**src/pkg/sbtc_pkg.sv**
```systemverilog
// Purpose: Shared constants for the sixteen-bit timer/counter.
// Assumes: Byte-wide register port with 8-bit addresses.
// Notes: Offsets are byte addresses on the plain register port.
package sbtc_pkg;
    localparam int ADDR_W = 8;
    localparam int DATA_W = 8;
    localparam int CNT_W = 16;
    localparam int PS_W = 3;

    localparam logic [7:0] ADDR_FLAG = 8'h0c;
    localparam logic [7:0] ADDR_CNT_LO = 8'h0e;
    localparam logic [7:0] ADDR_CNT_HI = 8'h0f;
    localparam logic [7:0] ADDR_CTRL = 8'h10;
    localparam logic [7:0] ADDR_IEN = 8'h8c;

    localparam int CTRL_ON = 0;
    localparam int CTRL_SRC = 1;
    localparam int CTRL_NOSYNC = 2;
    localparam int CTRL_OSCEN = 3;
    localparam int CTRL_PS_LO = 4;
    localparam int CTRL_W = 6;
    localparam int FLAG_OVF = 0;
    localparam int IEN_OVF = 0;

    localparam logic [5:0] CTRL_RESET = 6'h00;
    localparam logic [7:0] BYTE_ZERO = 8'h00;
    localparam logic [15:0] CNT_ZERO = 16'h0000;
    localparam logic [15:0] CNT_MAX = 16'hffff;
    localparam logic [15:0] CNT_ONE = 16'h0001;
    localparam logic [1:0] PS_ONE_TO_ONE = 2'h0;

    // The instruction cycle is four oscillator periods; clk is the oscillator.
    localparam int PHASES_PER_INSTR = 4;
    localparam logic [1:0] PHASE_Q2 = 2'h1;
    localparam logic [1:0] PHASE_Q4 = 2'h3;
    localparam logic [1:0] PHASE_STEP = 2'h1;
    localparam logic [3:0] CMP_MODE_TRIGGER = 4'hb;
endpackage

```
**src/rtl/sbtc_prescaler.sv**
```systemverilog
// Purpose: Input prescaler dividing the count clock by 1, 2, 4 or 8.
// Assumes: clk_level is already in the clk domain.
// Notes: Above 1:1 the output is a counter bit, so it is a symmetrical square wave; at 1:1 it is the input.
`timescale 1ns/1ps
`default_nettype none
module sbtc_prescaler #(
    parameter int PS_W = sbtc_pkg::PS_W
) (
    input wire logic clk,
    input wire logic rst_n,
    input wire logic clr,
    input wire logic clk_level,
    input wire logic [1:0] sel,
    output logic div_out
);
    logic prev_ff;
    logic [PS_W-1:0] cnt_ff;
    logic rise;

    assign rise = clk_level && !prev_ff;

    always_ff @(posedge clk or negedge rst_n)
    begin
        if (!rst_n)
        begin
            prev_ff <= 1'b0;
        end
        else
        begin
            prev_ff <= clk_level;
        end
    end

    // Counts every rising input edge, also in sleep; writes to the count bytes clear it.
    always_ff @(posedge clk or negedge rst_n)
    begin
        if (!rst_n)
        begin
            cnt_ff <= '0;
        end
        else if (clr)
        begin
            cnt_ff <= '0;
        end
        else if (rise)
        begin
            cnt_ff <= cnt_ff + PS_W'(1);
        end
    end

    // At 1:1 the input itself is the output; otherwise a symmetrical counter bit.
    always_comb
    begin
        if (sel == sbtc_pkg::PS_ONE_TO_ONE)
        begin
            div_out = clk_level;
        end
        else
        begin
            div_out = cnt_ff[sel - 2'h1];
        end
    end
endmodule
`default_nettype wire

```
**src/rtl/sbtc_timer.sv**
```systemverilog
// Purpose: Sixteen-bit timer/counter with timer, synchronized and asynchronous counter modes.
// Assumes: clk is the oscillator; pins are asynchronous and synchronized here.
// Notes: rst_n is power-on reset; soft_rst_n is any other reset.
//
// The address map and the strobed register port were decided locally.
`timescale 1ns/1ps
`default_nettype none
module sbtc_timer #(
    parameter int ADDR_W = sbtc_pkg::ADDR_W,
    parameter int DATA_W = sbtc_pkg::DATA_W
) (
    input wire logic clk,
    input wire logic rst_n,
    input wire logic soft_rst_n,
    input wire logic [ADDR_W-1:0] addr,
    input wire logic [DATA_W-1:0] wr_data,
    input wire logic wr_en,
    input wire logic rd_en,
    output logic [DATA_W-1:0] rd_data,
    input wire logic sleep_mode,
    input wire logic ext_count_clock_pin,
    input wire logic crystal_in_pin,
    output logic crystal_out_pin,
    output logic crystal_out_oe,
    input wire logic [3:0] compare_unit_mode_field,
    input wire logic special_event_trig,
    output logic [15:0] count_value,
    output logic timebase_valid,
    output logic overflow_irq
);
    logic [sbtc_pkg::CTRL_W-1:0] ctrl_ff;
    logic [15:0] count_ff;
    logic overflow_flag_ff;
    logic overflow_irq_enable_ff;
    logic [DATA_W-1:0] rd_data_ff;
    logic [1:0] phase_ff;
    logic [1:0] ext_sync_ff;
    logic [1:0] xtal_sync_ff;
    logic samp_ff;
    logic tick_prev_ff;
    logic counter_on;
    logic count_source_select;
    logic external_sync_disable;
    logic crystal_osc_enable;
    logic [1:0] input_prescale_select;
    logic async_mode;
    logic inst_clk;
    logic src_level;
    logic div_out;
    logic tick_level;
    logic inc_pulse;
    logic wr_lo;
    logic wr_hi;
    logic cnt_wr;
    logic trig_take;
    logic wrap;
    logic nxt_overflow_flag;
    logic [DATA_W-1:0] nxt_rd_data;

    function automatic logic hit(input logic [ADDR_W-1:0] a, input logic [7:0] target);
        hit = (a == ADDR_W'(target));
    endfunction

    assign counter_on = ctrl_ff[sbtc_pkg::CTRL_ON];
    assign count_source_select = ctrl_ff[sbtc_pkg::CTRL_SRC];
    assign external_sync_disable = ctrl_ff[sbtc_pkg::CTRL_NOSYNC];
    assign crystal_osc_enable = ctrl_ff[sbtc_pkg::CTRL_OSCEN];
    assign input_prescale_select = ctrl_ff[sbtc_pkg::CTRL_PS_LO +: 2];
    // Sync disable only matters with an external source.
    assign async_mode = count_source_select && external_sync_disable;
    assign wr_lo = wr_en && hit(addr, sbtc_pkg::ADDR_CNT_LO);
    assign wr_hi = wr_en && hit(addr, sbtc_pkg::ADDR_CNT_HI);
    assign cnt_wr = wr_lo || wr_hi;
    assign count_value = count_ff;
    assign timebase_valid = !async_mode;
    assign overflow_irq = overflow_flag_ff && overflow_irq_enable_ff;

    // Crystal amplifier: drives the inverted input back out while enabled, sleep or not.
    assign crystal_out_pin = !xtal_sync_ff[1] && crystal_osc_enable;
    assign crystal_out_oe = crystal_osc_enable;

    // The trigger clear is honoured only while the count is synchronous to clk.
    assign trig_take = special_event_trig && !async_mode
        && (compare_unit_mode_field == sbtc_pkg::CMP_MODE_TRIGGER);

    always_ff @(posedge clk or negedge rst_n)
    begin
        if (!rst_n)
        begin
            ext_sync_ff <= 2'b00;
            xtal_sync_ff <= 2'b00;
        end
        else
        begin
            ext_sync_ff <= {ext_sync_ff[0], ext_count_clock_pin};
            xtal_sync_ff <= {xtal_sync_ff[0], crystal_in_pin};
        end
    end

    // Instruction clock phases; they stop in sleep like the core clock.
    always_ff @(posedge clk or negedge rst_n)
    begin
        if (!rst_n)
        begin
            phase_ff <= 2'b00;
        end
        else if (!sleep_mode)
        begin
            phase_ff <= phase_ff + sbtc_pkg::PHASE_STEP;
        end
    end

    // High in Q3 and Q4, giving one rising edge per instruction cycle.
    assign inst_clk = phase_ff[1];

    always_comb
    begin
        if (!count_source_select)
        begin
            src_level = inst_clk;
        end
        else if (crystal_osc_enable)
        begin
            src_level = xtal_sync_ff[1];
        end
        else
        begin
            src_level = ext_sync_ff[1];
        end
    end

    sbtc_prescaler #(
        .PS_W(sbtc_pkg::PS_W)
    ) u_prescaler (
        .clk(clk),
        .rst_n(rst_n),
        .clr(cnt_wr),
        .clk_level(src_level),
        .sel(input_prescale_select),
        .div_out(div_out)
    );

    // Samples the prescaler output on Q2 and Q4; no sampling while asleep.
    always_ff @(posedge clk or negedge rst_n)
    begin
        if (!rst_n)
        begin
            samp_ff <= 1'b0;
        end
        else if (!sleep_mode && (phase_ff == sbtc_pkg::PHASE_Q2 || phase_ff == sbtc_pkg::PHASE_Q4))
        begin
            samp_ff <= div_out;
        end
    end

    // Asynchronous mode bypasses the phase sampler and keeps counting in sleep.
    assign tick_level = async_mode ? div_out : samp_ff;
    assign inc_pulse = counter_on && tick_level && !tick_prev_ff;
    assign wrap = inc_pulse && (count_ff == sbtc_pkg::CNT_MAX) && !trig_take && !cnt_wr;

    always_ff @(posedge clk or negedge rst_n)
    begin
        if (!rst_n)
        begin
            tick_prev_ff <= 1'b0;
        end
        else
        begin
            tick_prev_ff <= tick_level;
        end
    end

    // A write beats the trigger, the trigger beats counting; stopped means hold.
    always_ff @(posedge clk or negedge rst_n)
    begin
        if (!rst_n)
        begin
            count_ff <= sbtc_pkg::CNT_ZERO;
        end
        else if (cnt_wr)
        begin
            if (wr_lo)
            begin
                count_ff[7:0] <= wr_data;
            end
            if (wr_hi)
            begin
                count_ff[15:8] <= wr_data;
            end
        end
        else if (trig_take)
        begin
            count_ff <= sbtc_pkg::CNT_ZERO;
        end
        else if (inc_pulse)
        begin
            count_ff <= count_ff + sbtc_pkg::CNT_ONE;
        end
    end

    // A real wrap or a written 1 sets the flag; a wrap wins over a software clear.
    assign nxt_overflow_flag = wrap
        || ((wr_en && hit(addr, sbtc_pkg::ADDR_FLAG)) ? wr_data[sbtc_pkg::FLAG_OVF] : overflow_flag_ff);

    always_ff @(posedge clk or negedge rst_n)
    begin
        if (!rst_n)
        begin
            overflow_flag_ff <= 1'b0;
            overflow_irq_enable_ff <= 1'b0;
        end
        else if (!soft_rst_n)
        begin
            overflow_flag_ff <= 1'b0;
            overflow_irq_enable_ff <= 1'b0;
        end
        else
        begin
            overflow_flag_ff <= nxt_overflow_flag;
            if (wr_en && hit(addr, sbtc_pkg::ADDR_IEN))
            begin
                overflow_irq_enable_ff <= wr_data[sbtc_pkg::IEN_OVF];
            end
        end
    end

    // Control survives every reset except power-on.
    always_ff @(posedge clk or negedge rst_n)
    begin
        if (!rst_n)
        begin
            ctrl_ff <= sbtc_pkg::CTRL_RESET;
        end
        else if (wr_en && hit(addr, sbtc_pkg::ADDR_CTRL))
        begin
            ctrl_ff <= wr_data[sbtc_pkg::CTRL_W-1:0];
        end
    end

    // Count bytes are clk-domain flops, so a read never sees a half-updated value.
    always_comb
    begin
        nxt_rd_data = sbtc_pkg::BYTE_ZERO;
        if (rd_en)
        begin
            if (hit(addr, sbtc_pkg::ADDR_CNT_LO))
            begin
                nxt_rd_data = count_ff[7:0];
            end
            else if (hit(addr, sbtc_pkg::ADDR_CNT_HI))
            begin
                nxt_rd_data = count_ff[15:8];
            end
            else if (hit(addr, sbtc_pkg::ADDR_CTRL))
            begin
                nxt_rd_data = DATA_W'(ctrl_ff);
            end
            else if (hit(addr, sbtc_pkg::ADDR_FLAG))
            begin
                nxt_rd_data = DATA_W'(overflow_flag_ff);
            end
            else if (hit(addr, sbtc_pkg::ADDR_IEN))
            begin
                nxt_rd_data = DATA_W'(overflow_irq_enable_ff);
            end
        end
    end

    always_ff @(posedge clk or negedge rst_n)
    begin
        if (!rst_n)
        begin
            rd_data_ff <= sbtc_pkg::BYTE_ZERO;
        end
        else
        begin
            rd_data_ff <= nxt_rd_data;
        end
    end

    assign rd_data = rd_data_ff;
endmodule
`default_nettype wire

```
**config.mk**
```make
export PLATFORM = sky130hd
export DESIGN_NAME = sbtc_timer
export DESIGN_NICKNAME = d
export VERILOG_FILES = /design/src/pkg/sbtc_pkg.sv /design/src/rtl/sbtc_prescaler.sv /design/src/rtl/sbtc_timer.sv
export SDC_FILE = /design/constraint.sdc
export NUM_CORES = 1
export LEC_CHECK = 0
export ABC_CLOCK_PERIOD_IN_PS = 5400
export BUFFER_PORTS_ARGS = -buffer_cell sky130_fd_sc_hd__buf_2
export CORE_ASPECT_RATIO = 0.7
export CORE_MARGIN = 4
export CORE_UTILIZATION = 44
export DETAILED_ROUTE_END_ITERATION = 6
export GPL_ROUTABILITY_DRIVEN = 0
export PLACE_DENSITY = 0.74
export SLEW_MARGIN = 10
export SYNTH_ARGS = -nofsm -noshare
export SYNTH_HDL_FRONTEND = slang
export SYNTH_HIERARCHICAL = 1
export SYNTH_SLANG_ARGS = --single-unit
```
**constraint.sdc**
```tcl
create_clock -name clk -period 5.4 [get_ports clk]
set_input_delay 0.81 -clock clk [delete_from_list [all_inputs] [get_ports clk]]
set_output_delay 0.81 -clock clk [all_outputs]
set_load 0.02 [all_outputs]
```
## Word-level counts from Yosys, hierarchy flattened

Cells that the tools add are included.

- Register bits after elaboration: 44
- Bits in latches: 0
- Bits in writable memories: 0
- Memory bits (read-only): 0
- Output and inout port bits: 28
- Logic and storage cells: 85
- Memories kept: 0

- Add/sub/neg operators: 4
- Multipliers: 0
- Div/mod/pow operators: 0
- $lt $le $gt $ge: 1
- Eq/ne operators: 12
- Shift-type cells: 0
- Multiplexer cells: 23
- Bitwise operators: 0
- Reduce and logical (&&, ||, !) cells: 32

Operator list:

| operator | count |
|---|---|
| 16-bit 2-to-1 mux | 3 |
| 8-bit 2-to-1 mux | 5 |
| 8-bit by 4-bit == test with 1-bit output, second input constant | 3 |
| 1-bit logical AND | 17 |
| 16-bit by 1-bit adder with 16-bit output, second input constant | 1 |
| 16-bit == test, second input constant | 1 |
| 1-bit 2-to-1 mux | 11 |
| 8-bit by 5-bit == test with 1-bit output, second input constant | 1 |
| 8-bit == test, second input constant | 1 |
| 1-bit zero test | 7 |
| 3-bit 2-to-1 mux | 2 |
| 6-bit 2-to-1 mux | 1 |
| 4-bit == test, second input constant | 1 |
| 2-bit != test, second input constant | 2 |
| 2-bit AND reduction | 2 |
| 3-bit by 1-bit adder with 3-bit output, second input constant | 1 |
| 1-bit logical OR | 3 |
| 2-bit by 3-bit < comparator with 1-bit output, second input constant | 1 |
| 3-bit nonzero test | 1 |
| 2-bit by 1-bit adder with 2-bit output, second input constant | 1 |
| 1-bit binary-select mux with 2-bit select | 1 |
| 2-bit by 1-bit == test with 1-bit output, second input constant | 1 |
| 2-bit == test, second input constant | 1 |
| 2-bit zero test | 1 |
| other kinds (3) | 3 |

## Logic depth before layout (Yosys ltp)

Gate-level depths: netlist (run 1).

- Word-level depth: 12
- Depth in mapped cells: 11
- Depth with buffers taken out: 10

## By module

The synthesis (run 1) kept the hierarchy.

Modules (own cells, without submodules):

| module | instances | cells each | area each (um^2) | seq. area each (um^2) |
|---|---|---|---|---|
| sbtc_timer | 1 | 219 | 2267.2 | 1001.0 |
| sbtc_prescaler | 1 | 21 | 226.5 | 100.1 |

## Worst setup path after synthesis (run 1)

Ideal clock, no wire load.

- Kind: reg-to-reg
- From: reg ctrl_ff[3] (netlist bit)
- To: reg count_ff[1], in the netlist count_value[1]
- Setup time: 127 ps
- Data arrival time: 2322 ps
- Setup slack: 2951 ps
- Cell stages (with the launch flop): 10
- Path buffers: 1
- Period minus slack after synthesis: 2449 ps
- Cell sequence: dfrtp_1 > mux2i_1 > a21oi_1 > and2b_1 > a21oi_1 > nand3_1 > a211o_2 > a31oi_2 > buf_6 > mux2_1

- Cells in the longest elaborated chain, start to end: 8

RTL lines:

| item | RTL line | source |
|---|---|---|
| start: declaration | sbtc_timer.sv:31 | `logic [sbtc_pkg::CTRL_W-1:0] ctrl_ff;` |
| start signal: assignment | sbtc_timer.sv:232 | `ctrl_ff <= sbtc_pkg::CTRL_RESET;` |
| start signal: assignment | sbtc_timer.sv:236 | `ctrl_ff <= wr_data[sbtc_pkg::CTRL_W-1:0];` |
| 1-bit 2-to-1 mux | sbtc_timer.sv:122 | `else if (crystal_osc_enable)` |
| 1-bit 2-to-1 mux | sbtc_timer.sv:118 | `if (!count_source_select)` |
| net src_level | sbtc_timer.sv:48 | `logic src_level;` |
| 1-bit 2-to-1 mux | sbtc_prescaler.sv:54 | `if (sel == sbtc_pkg::PS_ONE_TO_ONE)` |
| net div_out | sbtc_timer.sv:49 | `logic div_out;` |
| 1-bit 2-to-1 mux | sbtc_timer.sv:157 | `assign tick_level = async_mode ? div_out : samp_ff;` |
| 1-bit logical AND (2 in series) | sbtc_timer.sv:158 | `assign inc_pulse = counter_on && tick_level && !tick_prev_ff;` |
| 3-bit nonzero test (no line) | -- |  |
| 2-bit AND reduction (no line) | -- |  |
| end signal: assignment | sbtc_timer.sv:178 | `count_ff <= sbtc_pkg::CNT_ZERO;` |
| end signal: assignment | sbtc_timer.sv:184 | `count_ff[7:0] <= wr_data;` |
| end signal: assignment | sbtc_timer.sv:193 | `count_ff <= sbtc_pkg::CNT_ZERO;` |
| end: declaration | sbtc_timer.sv:32 | `logic [15:0] count_ff;` |

The timed path passes the listed nets, and every way through them passes these cells.
A chain may end at the register's enable or synchronous reset.

## Worst setup path after layout (run 1)

- From: reg ctrl_ff[4] (netlist bit)
- To: reg count_ff[0], in the netlist count_value[0]

- Cells in the longest elaborated chain, start to end: 9
- Elaborated cells on any way between the ends: 10
- Those cells by class: add/sub (1); mux (4); reduce/logical (5)

RTL lines:

| item | RTL line | source |
|---|---|---|
| 2-bit by 1-bit subtractor with 2-bit output | sbtc_prescaler.sv:60 | `div_out = cnt_ff[sel - 2'h1];` |
| 1-bit binary-select mux with 2-bit select | sbtc_prescaler.sv:60 |  |
| 1-bit 2-to-1 mux (implied by the code) | sbtc_prescaler.sv:60 |  |
| 1-bit 2-to-1 mux (*) | sbtc_prescaler.sv:54 |  |
| net div_out | sbtc_timer.sv:49 |  |
| 1-bit 2-to-1 mux (*) | sbtc_timer.sv:157 |  |
| 1-bit logical AND (*) (2 in series) | sbtc_timer.sv:158 |  |
| 3-bit nonzero test (no line) (*) | -- |  |
| 2-bit AND reduction (no line) (*) | -- |  |

The timed path passes the listed nets; every way through them passes the cells marked *. The select of a mux whose other input is x is not followed.

==> impl_metrics.toml, run 1 <==
[run_status]
status = "finished, final reports clean"

[power]
seqPwrFrac_pct = 48.8
power.leakage_nw = 1.33
clockPowerShare_pct = 28.0
peakVddDrop_v = 0.000167
p_total_mw = 0.884
power.switching_mw = 0.271
p_sw_share_pct = 30.6
internal_power_mw = 0.614
power_frac_comb_pct = 23.2
power_density_nw_per_um2 = 305

[clock_network]
clock_sink_count = 44
clkLatencyLatePin_ns = 0.30
cts_root_buf = "clkbuf_8"
cts_tree = "built"
cts_setup_buffers = 0
cts_hold_buf = 0
clk_pin_slew_ns = 0.08
cts_buffers = 5
ctsResizeCount = 0
clock_path_buffers = 2
cts.htree.levels = 2

[sta]
period_minus_slack_ns = 2.79
setup_tns_ns = 0
maxSlewViolCount = 0
final-hold-violation-count = 0
relSlewSlack_pct = 36.7
max_freq_mhz = 358
tightestPinTransition_ns = 0.949
period_share_pct = 51.8
clock_skew_ns = 0.00665
rsz0062_at_grt = "false"
setup_viol = 0

[synth]
synth_edf_count = 0
ys_types = 57
syn_inst = 240
yosysMostFrequentCell = "dfrtp_1"
ys_seq_area_share_pct = 44.2
synth-seq-cells = 44
synth_commonest_cells = "dfrtp_1, nand2_1, nor2_1"
synth_area_leaders = "dfrtp_1, mux2_2, nand2_1"
synth_top_area_cell = "dfrtp_1"
synth_fp_nets = 274
synth_top_flop_cell = "dfrtp_1"
syn_area_um2 = 2490
yosys_warnings = 6
synth.avg_cell_area_um2 = 10.4
yosys.area.top_type_share_pct = 44.2
synthArstFlopShare_pct = 100

[route]
vias = 2112
drtIter0Drc = 194
dr.pass1.iters = 5
ant_nets = 0
wl_per_cell_um = 16.9
drc = 0
vias_per_cell = 5.74
wl_um = 6210

[global_routing]
antenna_found_initial = 0
grt_pass1_wl_um = 10300
grt_max_degree = 45
grt_pass1_vias = 2015
globalRouteOverflowTotal = 0
grt_usage_pct = 18.8

[critical_path]
required_ns = 5.59
crit_family = "compound AO/OA/AOI/OAI gates"
arrival_ns = 2.99
critPathMaxFanout = 11
critPathMostFrequentCell = "mux2_2"
cp-end-kind = "flip-flop"
crit_type = "flip-flop to flip-flop"
slowest_delay_ns = 0.52
cpMaxStageDelayCell = "a31oi_2"
start_kind = "flip-flop"
path_buf_inv = 1
path_cells = "inv_1, ha_1, mux2_2, nand2_1, a21oi_1, nand3_1, a211o_2, a31oi_2, mux2_2"

[layout]
antenna_cells = 0
layout-drive-gt1-share_pct = 31.4
final_area_um2 = 2900
layout-area-overhead-vs-synth_pct = 16.3
post-route-util_pct = 54.0
nets = 329

[floorplanning]
rows = 22
core_um2 = 5370
num_io_pins = 57
dieHeight_um = 71.0
dieArea_um2 = 6960
die_w_um = 98.0
start_util_pct = 46.5

[worst_hold_path]
hold_path_class = "flip-flop to flip-flop"

[run]
cap_violations = 0

[place]
place_area_um2 = 2790
port_buffers = 56
dpl.hpwl_um = 4740
==> cell families after synthesis <==
family,count (synthesis),share of synthesized area [%]
flops,44,44.2
xor+xnor,3,1.05
compound gates,59,17.8
simple gates,93,21.1
fa+ha+maj,5,2.51
mux,22,9.63
buf+inv,14,3.76
==> power by group through the flow <==
stage / clock network (mW) / logic [mW] / registers [mW]
2_1_floorplan: 0 / 0.133 / 0.437
3_3_place_gp: 0 / 0.203 / 0.434
3_5_place_dp: 0 / 0.205 / 0.436
4_1_cts: 0.255 / 0.206 / 0.430
5_1_grt: 0.267 / 0.234 / 0.436
6_report: 0.247 / 0.206 / 0.432
==> worst paths after layout <==
check	startpoint	end	slack, ns	depth (start not counted)
hold reg to reg	ext_sync_ff[0]	ext_sync_ff[1]	0.35	0
hold / removal	ext_sync_ff[0]	ext_sync_ff[1]	0.35	0
min in group asynchronous	rst_n	phase_ff[1]	0.65	1
max in group asynchronous	rst_n	count_value[14]	4.16	1
setup / recovery	ctrl_ff[4]	count_value[0]	2.61	9
setup reg to reg	ctrl_ff[4]	count_value[0]	2.61	9
==> cells in the final DEF (no fill, tap or decap), drive strengths merged, types with 4 or more instances in the layout <==
| cell | Yosys | routed |
|---|---|---|
| nand2 | 25 | 25 |
| nor2 | 17 | 17 |
| nor2b | 8 | 8 |
| a31oi | 4 | 4 |
| inv | 6 | 6 |
| o21ai | 13 | 13 |
| mux2 | 16 | 16 |
| nand3 | 12 | 12 |
| a21oi | 5 | 5 |
| ha | 5 | 5 |
| clkbuf | 2 | 6 |
| dfrtp | 44 | 44 |
| o31ai | 6 | 6 |
| buf | 6 | 56 |
| and3 | 9 | 9 |
| mux2i | 6 | 6 |
| a22o | 10 | 10 |
| nor4 | 5 | 5 |
| a22oi | 5 | 5 |
==> worst reg2reg max path: stages (launching register included) <==
cell and delay (ns):
dfrtp_1 0.39, inv_1 0.08, ha_1 0.33, mux2_2 0.23, nand2_1 0.05, a21oi_1 0.16, nand3_1 0.16, a211o_2 0.38
a31oi_2 0.52, mux2_2 0.39
==> flip-flops by register name (all words and copies together) (netlist names) <==
name and count:
ctrl_ff 6, overflow_irq_enable_ff 1, ext_sync_ff 2, u_prescaler/cnt_ff 3, samp_ff 1, overflow_flag_ff 1
rd_data 8, count_value 16, phase_ff 2, u_prescaler/prev_ff 1, tick_prev_ff 1, xtal_sync_ff 2
==> metal layers <==
metal / vias up / part of all wire (%) / track usage [%]
met5: - / 0 / 0
met4: 0 / 1.5 / 6.30
met3: 10 / 7.5 / 4.83
met2: 76 / 42 / 26.0
met1: 1023 / 49 / 28.2
li1: 1003 / - / -
==> final cells by class <==
class                      instances  area [um2]
sequential                        44        1100
clock inverter                     2        35.0
inverter                           6        22.5
tap                               72        90.1
timing repair buffer              56         280
multi-input combinational        182        1300
fill                             490        2470
clock buffer                       6        72.6
==> per-stage QoR <==
step	worst slack [ns]	hold WS (ns)	instances
2_1_floorplan	2.95	0.331	240
3_3_place_gp	2.70	0.331	360
3_5_place_dp	2.64	0.335	360
4_1_cts	2.62	0.353	368
5_1_grt	2.43	0.379	368
6_report	2.61	0.352	368
Note: power is estimated with default switching activity, not from simulation.
==> run 2, diff against run 1 <==
--- a/config.mk
+++ b/config.mk
@@ -5,7 +5,7 @@
 export SDC_FILE = /design/constraint.sdc
 export NUM_CORES = 1
 export LEC_CHECK = 0
-export ABC_CLOCK_PERIOD_IN_PS = 5400
+export ABC_CLOCK_PERIOD_IN_PS = 2700
 export BUFFER_PORTS_ARGS = -buffer_cell sky130_fd_sc_hd__buf_2
 export CORE_ASPECT_RATIO = 0.7
 export CORE_MARGIN = 4
==> constraint.sdc (replaced) <==
create_clock -name clk -period 2.7 [get_ports clk]
set_input_delay 0.405 -clock clk [delete_from_list [all_inputs] [get_ports clk]]
set_output_delay 0.405 -clock clk [all_outputs]
set_load 0.02 [all_outputs]
==> run 2 against run 1 <==
Compared with the run above: cell area grew 2.7%; first-iteration DRC count decreased by 36%; flip-flop and latch count stayed put; largest cell class unchanged; sequential power rose by 98%.
==> impl_metrics.toml, run 2 (synthesis results as in run 1) <==
[run_status]
status = "finished, final reports clean"

[power]
p_total_mw = 1.81
power.leakage_nw = 1.37
peakVddDrop_v = 0.000357
power_density_nw_per_um2 = 609

[layout]
layoutNonFillerInstCount = 374
antenna_cells = 0
layout-area-overhead-vs-synth_pct = 19.4
largest_register_ffs = 16
layout-drive-gt1-share_pct = 33.4
final_cell_mix = "buf_2, dfrtp_1, nand2_1"
layout_commonest_cell = "buf_2"
nets = 335

[clock_network]
clk_pin_slew_ns = 0.09
cts_buffers = 5
cts_tree = "built"
clkLatencyLatePin_ns = 0.31
clock_path_buffers = 2
cts_root_buf = "clkbuf_8"
cts.htree.levels = 2
clock_sink_count = 44

[critical_path]
reg2reg_from = "ctrl_ff[4]"
startpoint = "ctrl_ff[4]"
reg2reg_setup_slack_ns = 0.20
required_ns = 2.90
cp-end-kind = "flip-flop"
start_kind = "flip-flop"
critPathMaxFanout = 6
crit_type = "flip-flop to flip-flop"
arrival_ns = 2.71

[route]
vias_per_cell = 5.65
wl_um = 6410
drc = 0
wl_per_cell_um = 17.1
vias = 2112
ant_nets = 0
drtIter0Drc = 125
dr.pass1.iters = 4

[floorplanning]
num_io_pins = 57
dieArea_um2 = 6960
dieHeight_um = 71.0
start_util_pct = 46.5
die_w_um = 98.0
core_um2 = 5370
rows = 22

[sta]
relSlewSlack_pct = 35.8
period_minus_slack_ns = 2.50
period_share_pct = 92.7
max_freq_mhz = 400
holdWs_ns = 0.194
clock_skew_ns = 0.00801
rsz0062_at_grt = "false"
maxSlewViolCount = 0
tightestPinTransition_ns = 0.962
setup_viol = 0
final-hold-violation-count = 0
setup_tns_ns = 0

[global_routing]
grt_max_degree = 45
grt_usage_pct = 19.2
grt_pass1_vias = 2074
antenna_found_initial = 0
globalRouteOverflowTotal = 0
grt_pass1_wl_um = 10600

[place]
post-place-cells = 363
port_buffers = 56
dpl.hpwl_um = 4800

[worst_hold_path]
min_from = "crystal_in_pin"
hold_path_class = "input port to flip-flop"

[run]
cap_violations = 0
[run 2: final cells by class]
class                           instances  area, um2
Clock buffer                            5       68.8
Tap cell                               72       90.1
Fill cell                             492       2390
Multi-Input combinational cell        182       1310
Clock inverter                          3       46.3
Inverter                                6       22.5
Sequential cell                        44       1100
Timing Repair Buffer                   62        338
[run 2: routing by layer]
| metal | wire (um) | vias to the layer above | track usage (%) |
|---|---|---|---|
| li1 | - | 1015 | - |
| met1 | 3160 | 1005 | 28.7 |
| met2 | 2710 | 85 | 26.9 |
| met3 | 454 | 7 | 5.42 |
| met4 | 80 | 0 | 5.68 |
| met5 | 0 | - | 0 |
[run 2: power breakdown]
part / internal, mW / total [mW] / switching (mW) / leakage (nW)
clock: 0.279 / 0.522 / 0.244 / 0.0548
combinational: 0.216 / 0.433 / 0.216 / 0.764
sequential: 0.755 / 0.857 / 0.102 / 0.550
[run 2: critical path, cell delays in order (launching register included)]
cell     delay, ns
dfrtp_1       0.39
inv_1         0.07
ha_1          0.32
mux2_2        0.24
nand2_1       0.07
a21oi_2       0.16
nand3_1       0.14
a211o_2       0.40
a31oi_4       0.20
buf_4         0.18
nand2_1       0.06
a22o_1        0.18
[run 2: repair_timing]
item / CTS / global route
endpoints found under the hold margin: 0 / 0
hold buffers: 0 / 0
setup endpoints to repair: 0 / 13
resized for setup: 0 / 2
setup buffers: 0 / 3
[run 2: through the flow]
| step | worst slack [ns] | area, um2 | util [%] |
|---|---|---|---|
| after floorplan | 0.251 | 2490 | - |
| after global routing | 0.0113 | 2980 | 55.5 |
| final | 0.198 | 2980 | 55.5 |
| after detailed placement | 0.0460 | 2820 | 52.4 |
| after CTS | 0.0232 | 2930 | 54.6 |
| after global placement | 0.183 | 2820 | 52.4 |
[run 2: path summary, 6_finish.rpt]
path                       cells past startpoint              end
setup / recovery                              11   count_value[7]
hold / removal                                 1  xtal_sync_ff[0]
setup reg to reg                              11   count_value[7]
hold reg to reg                                0   ext_sync_ff[1]
max in group asynchronous                      1       rd_data[7]
min in group asynchronous                      1   count_value[1]
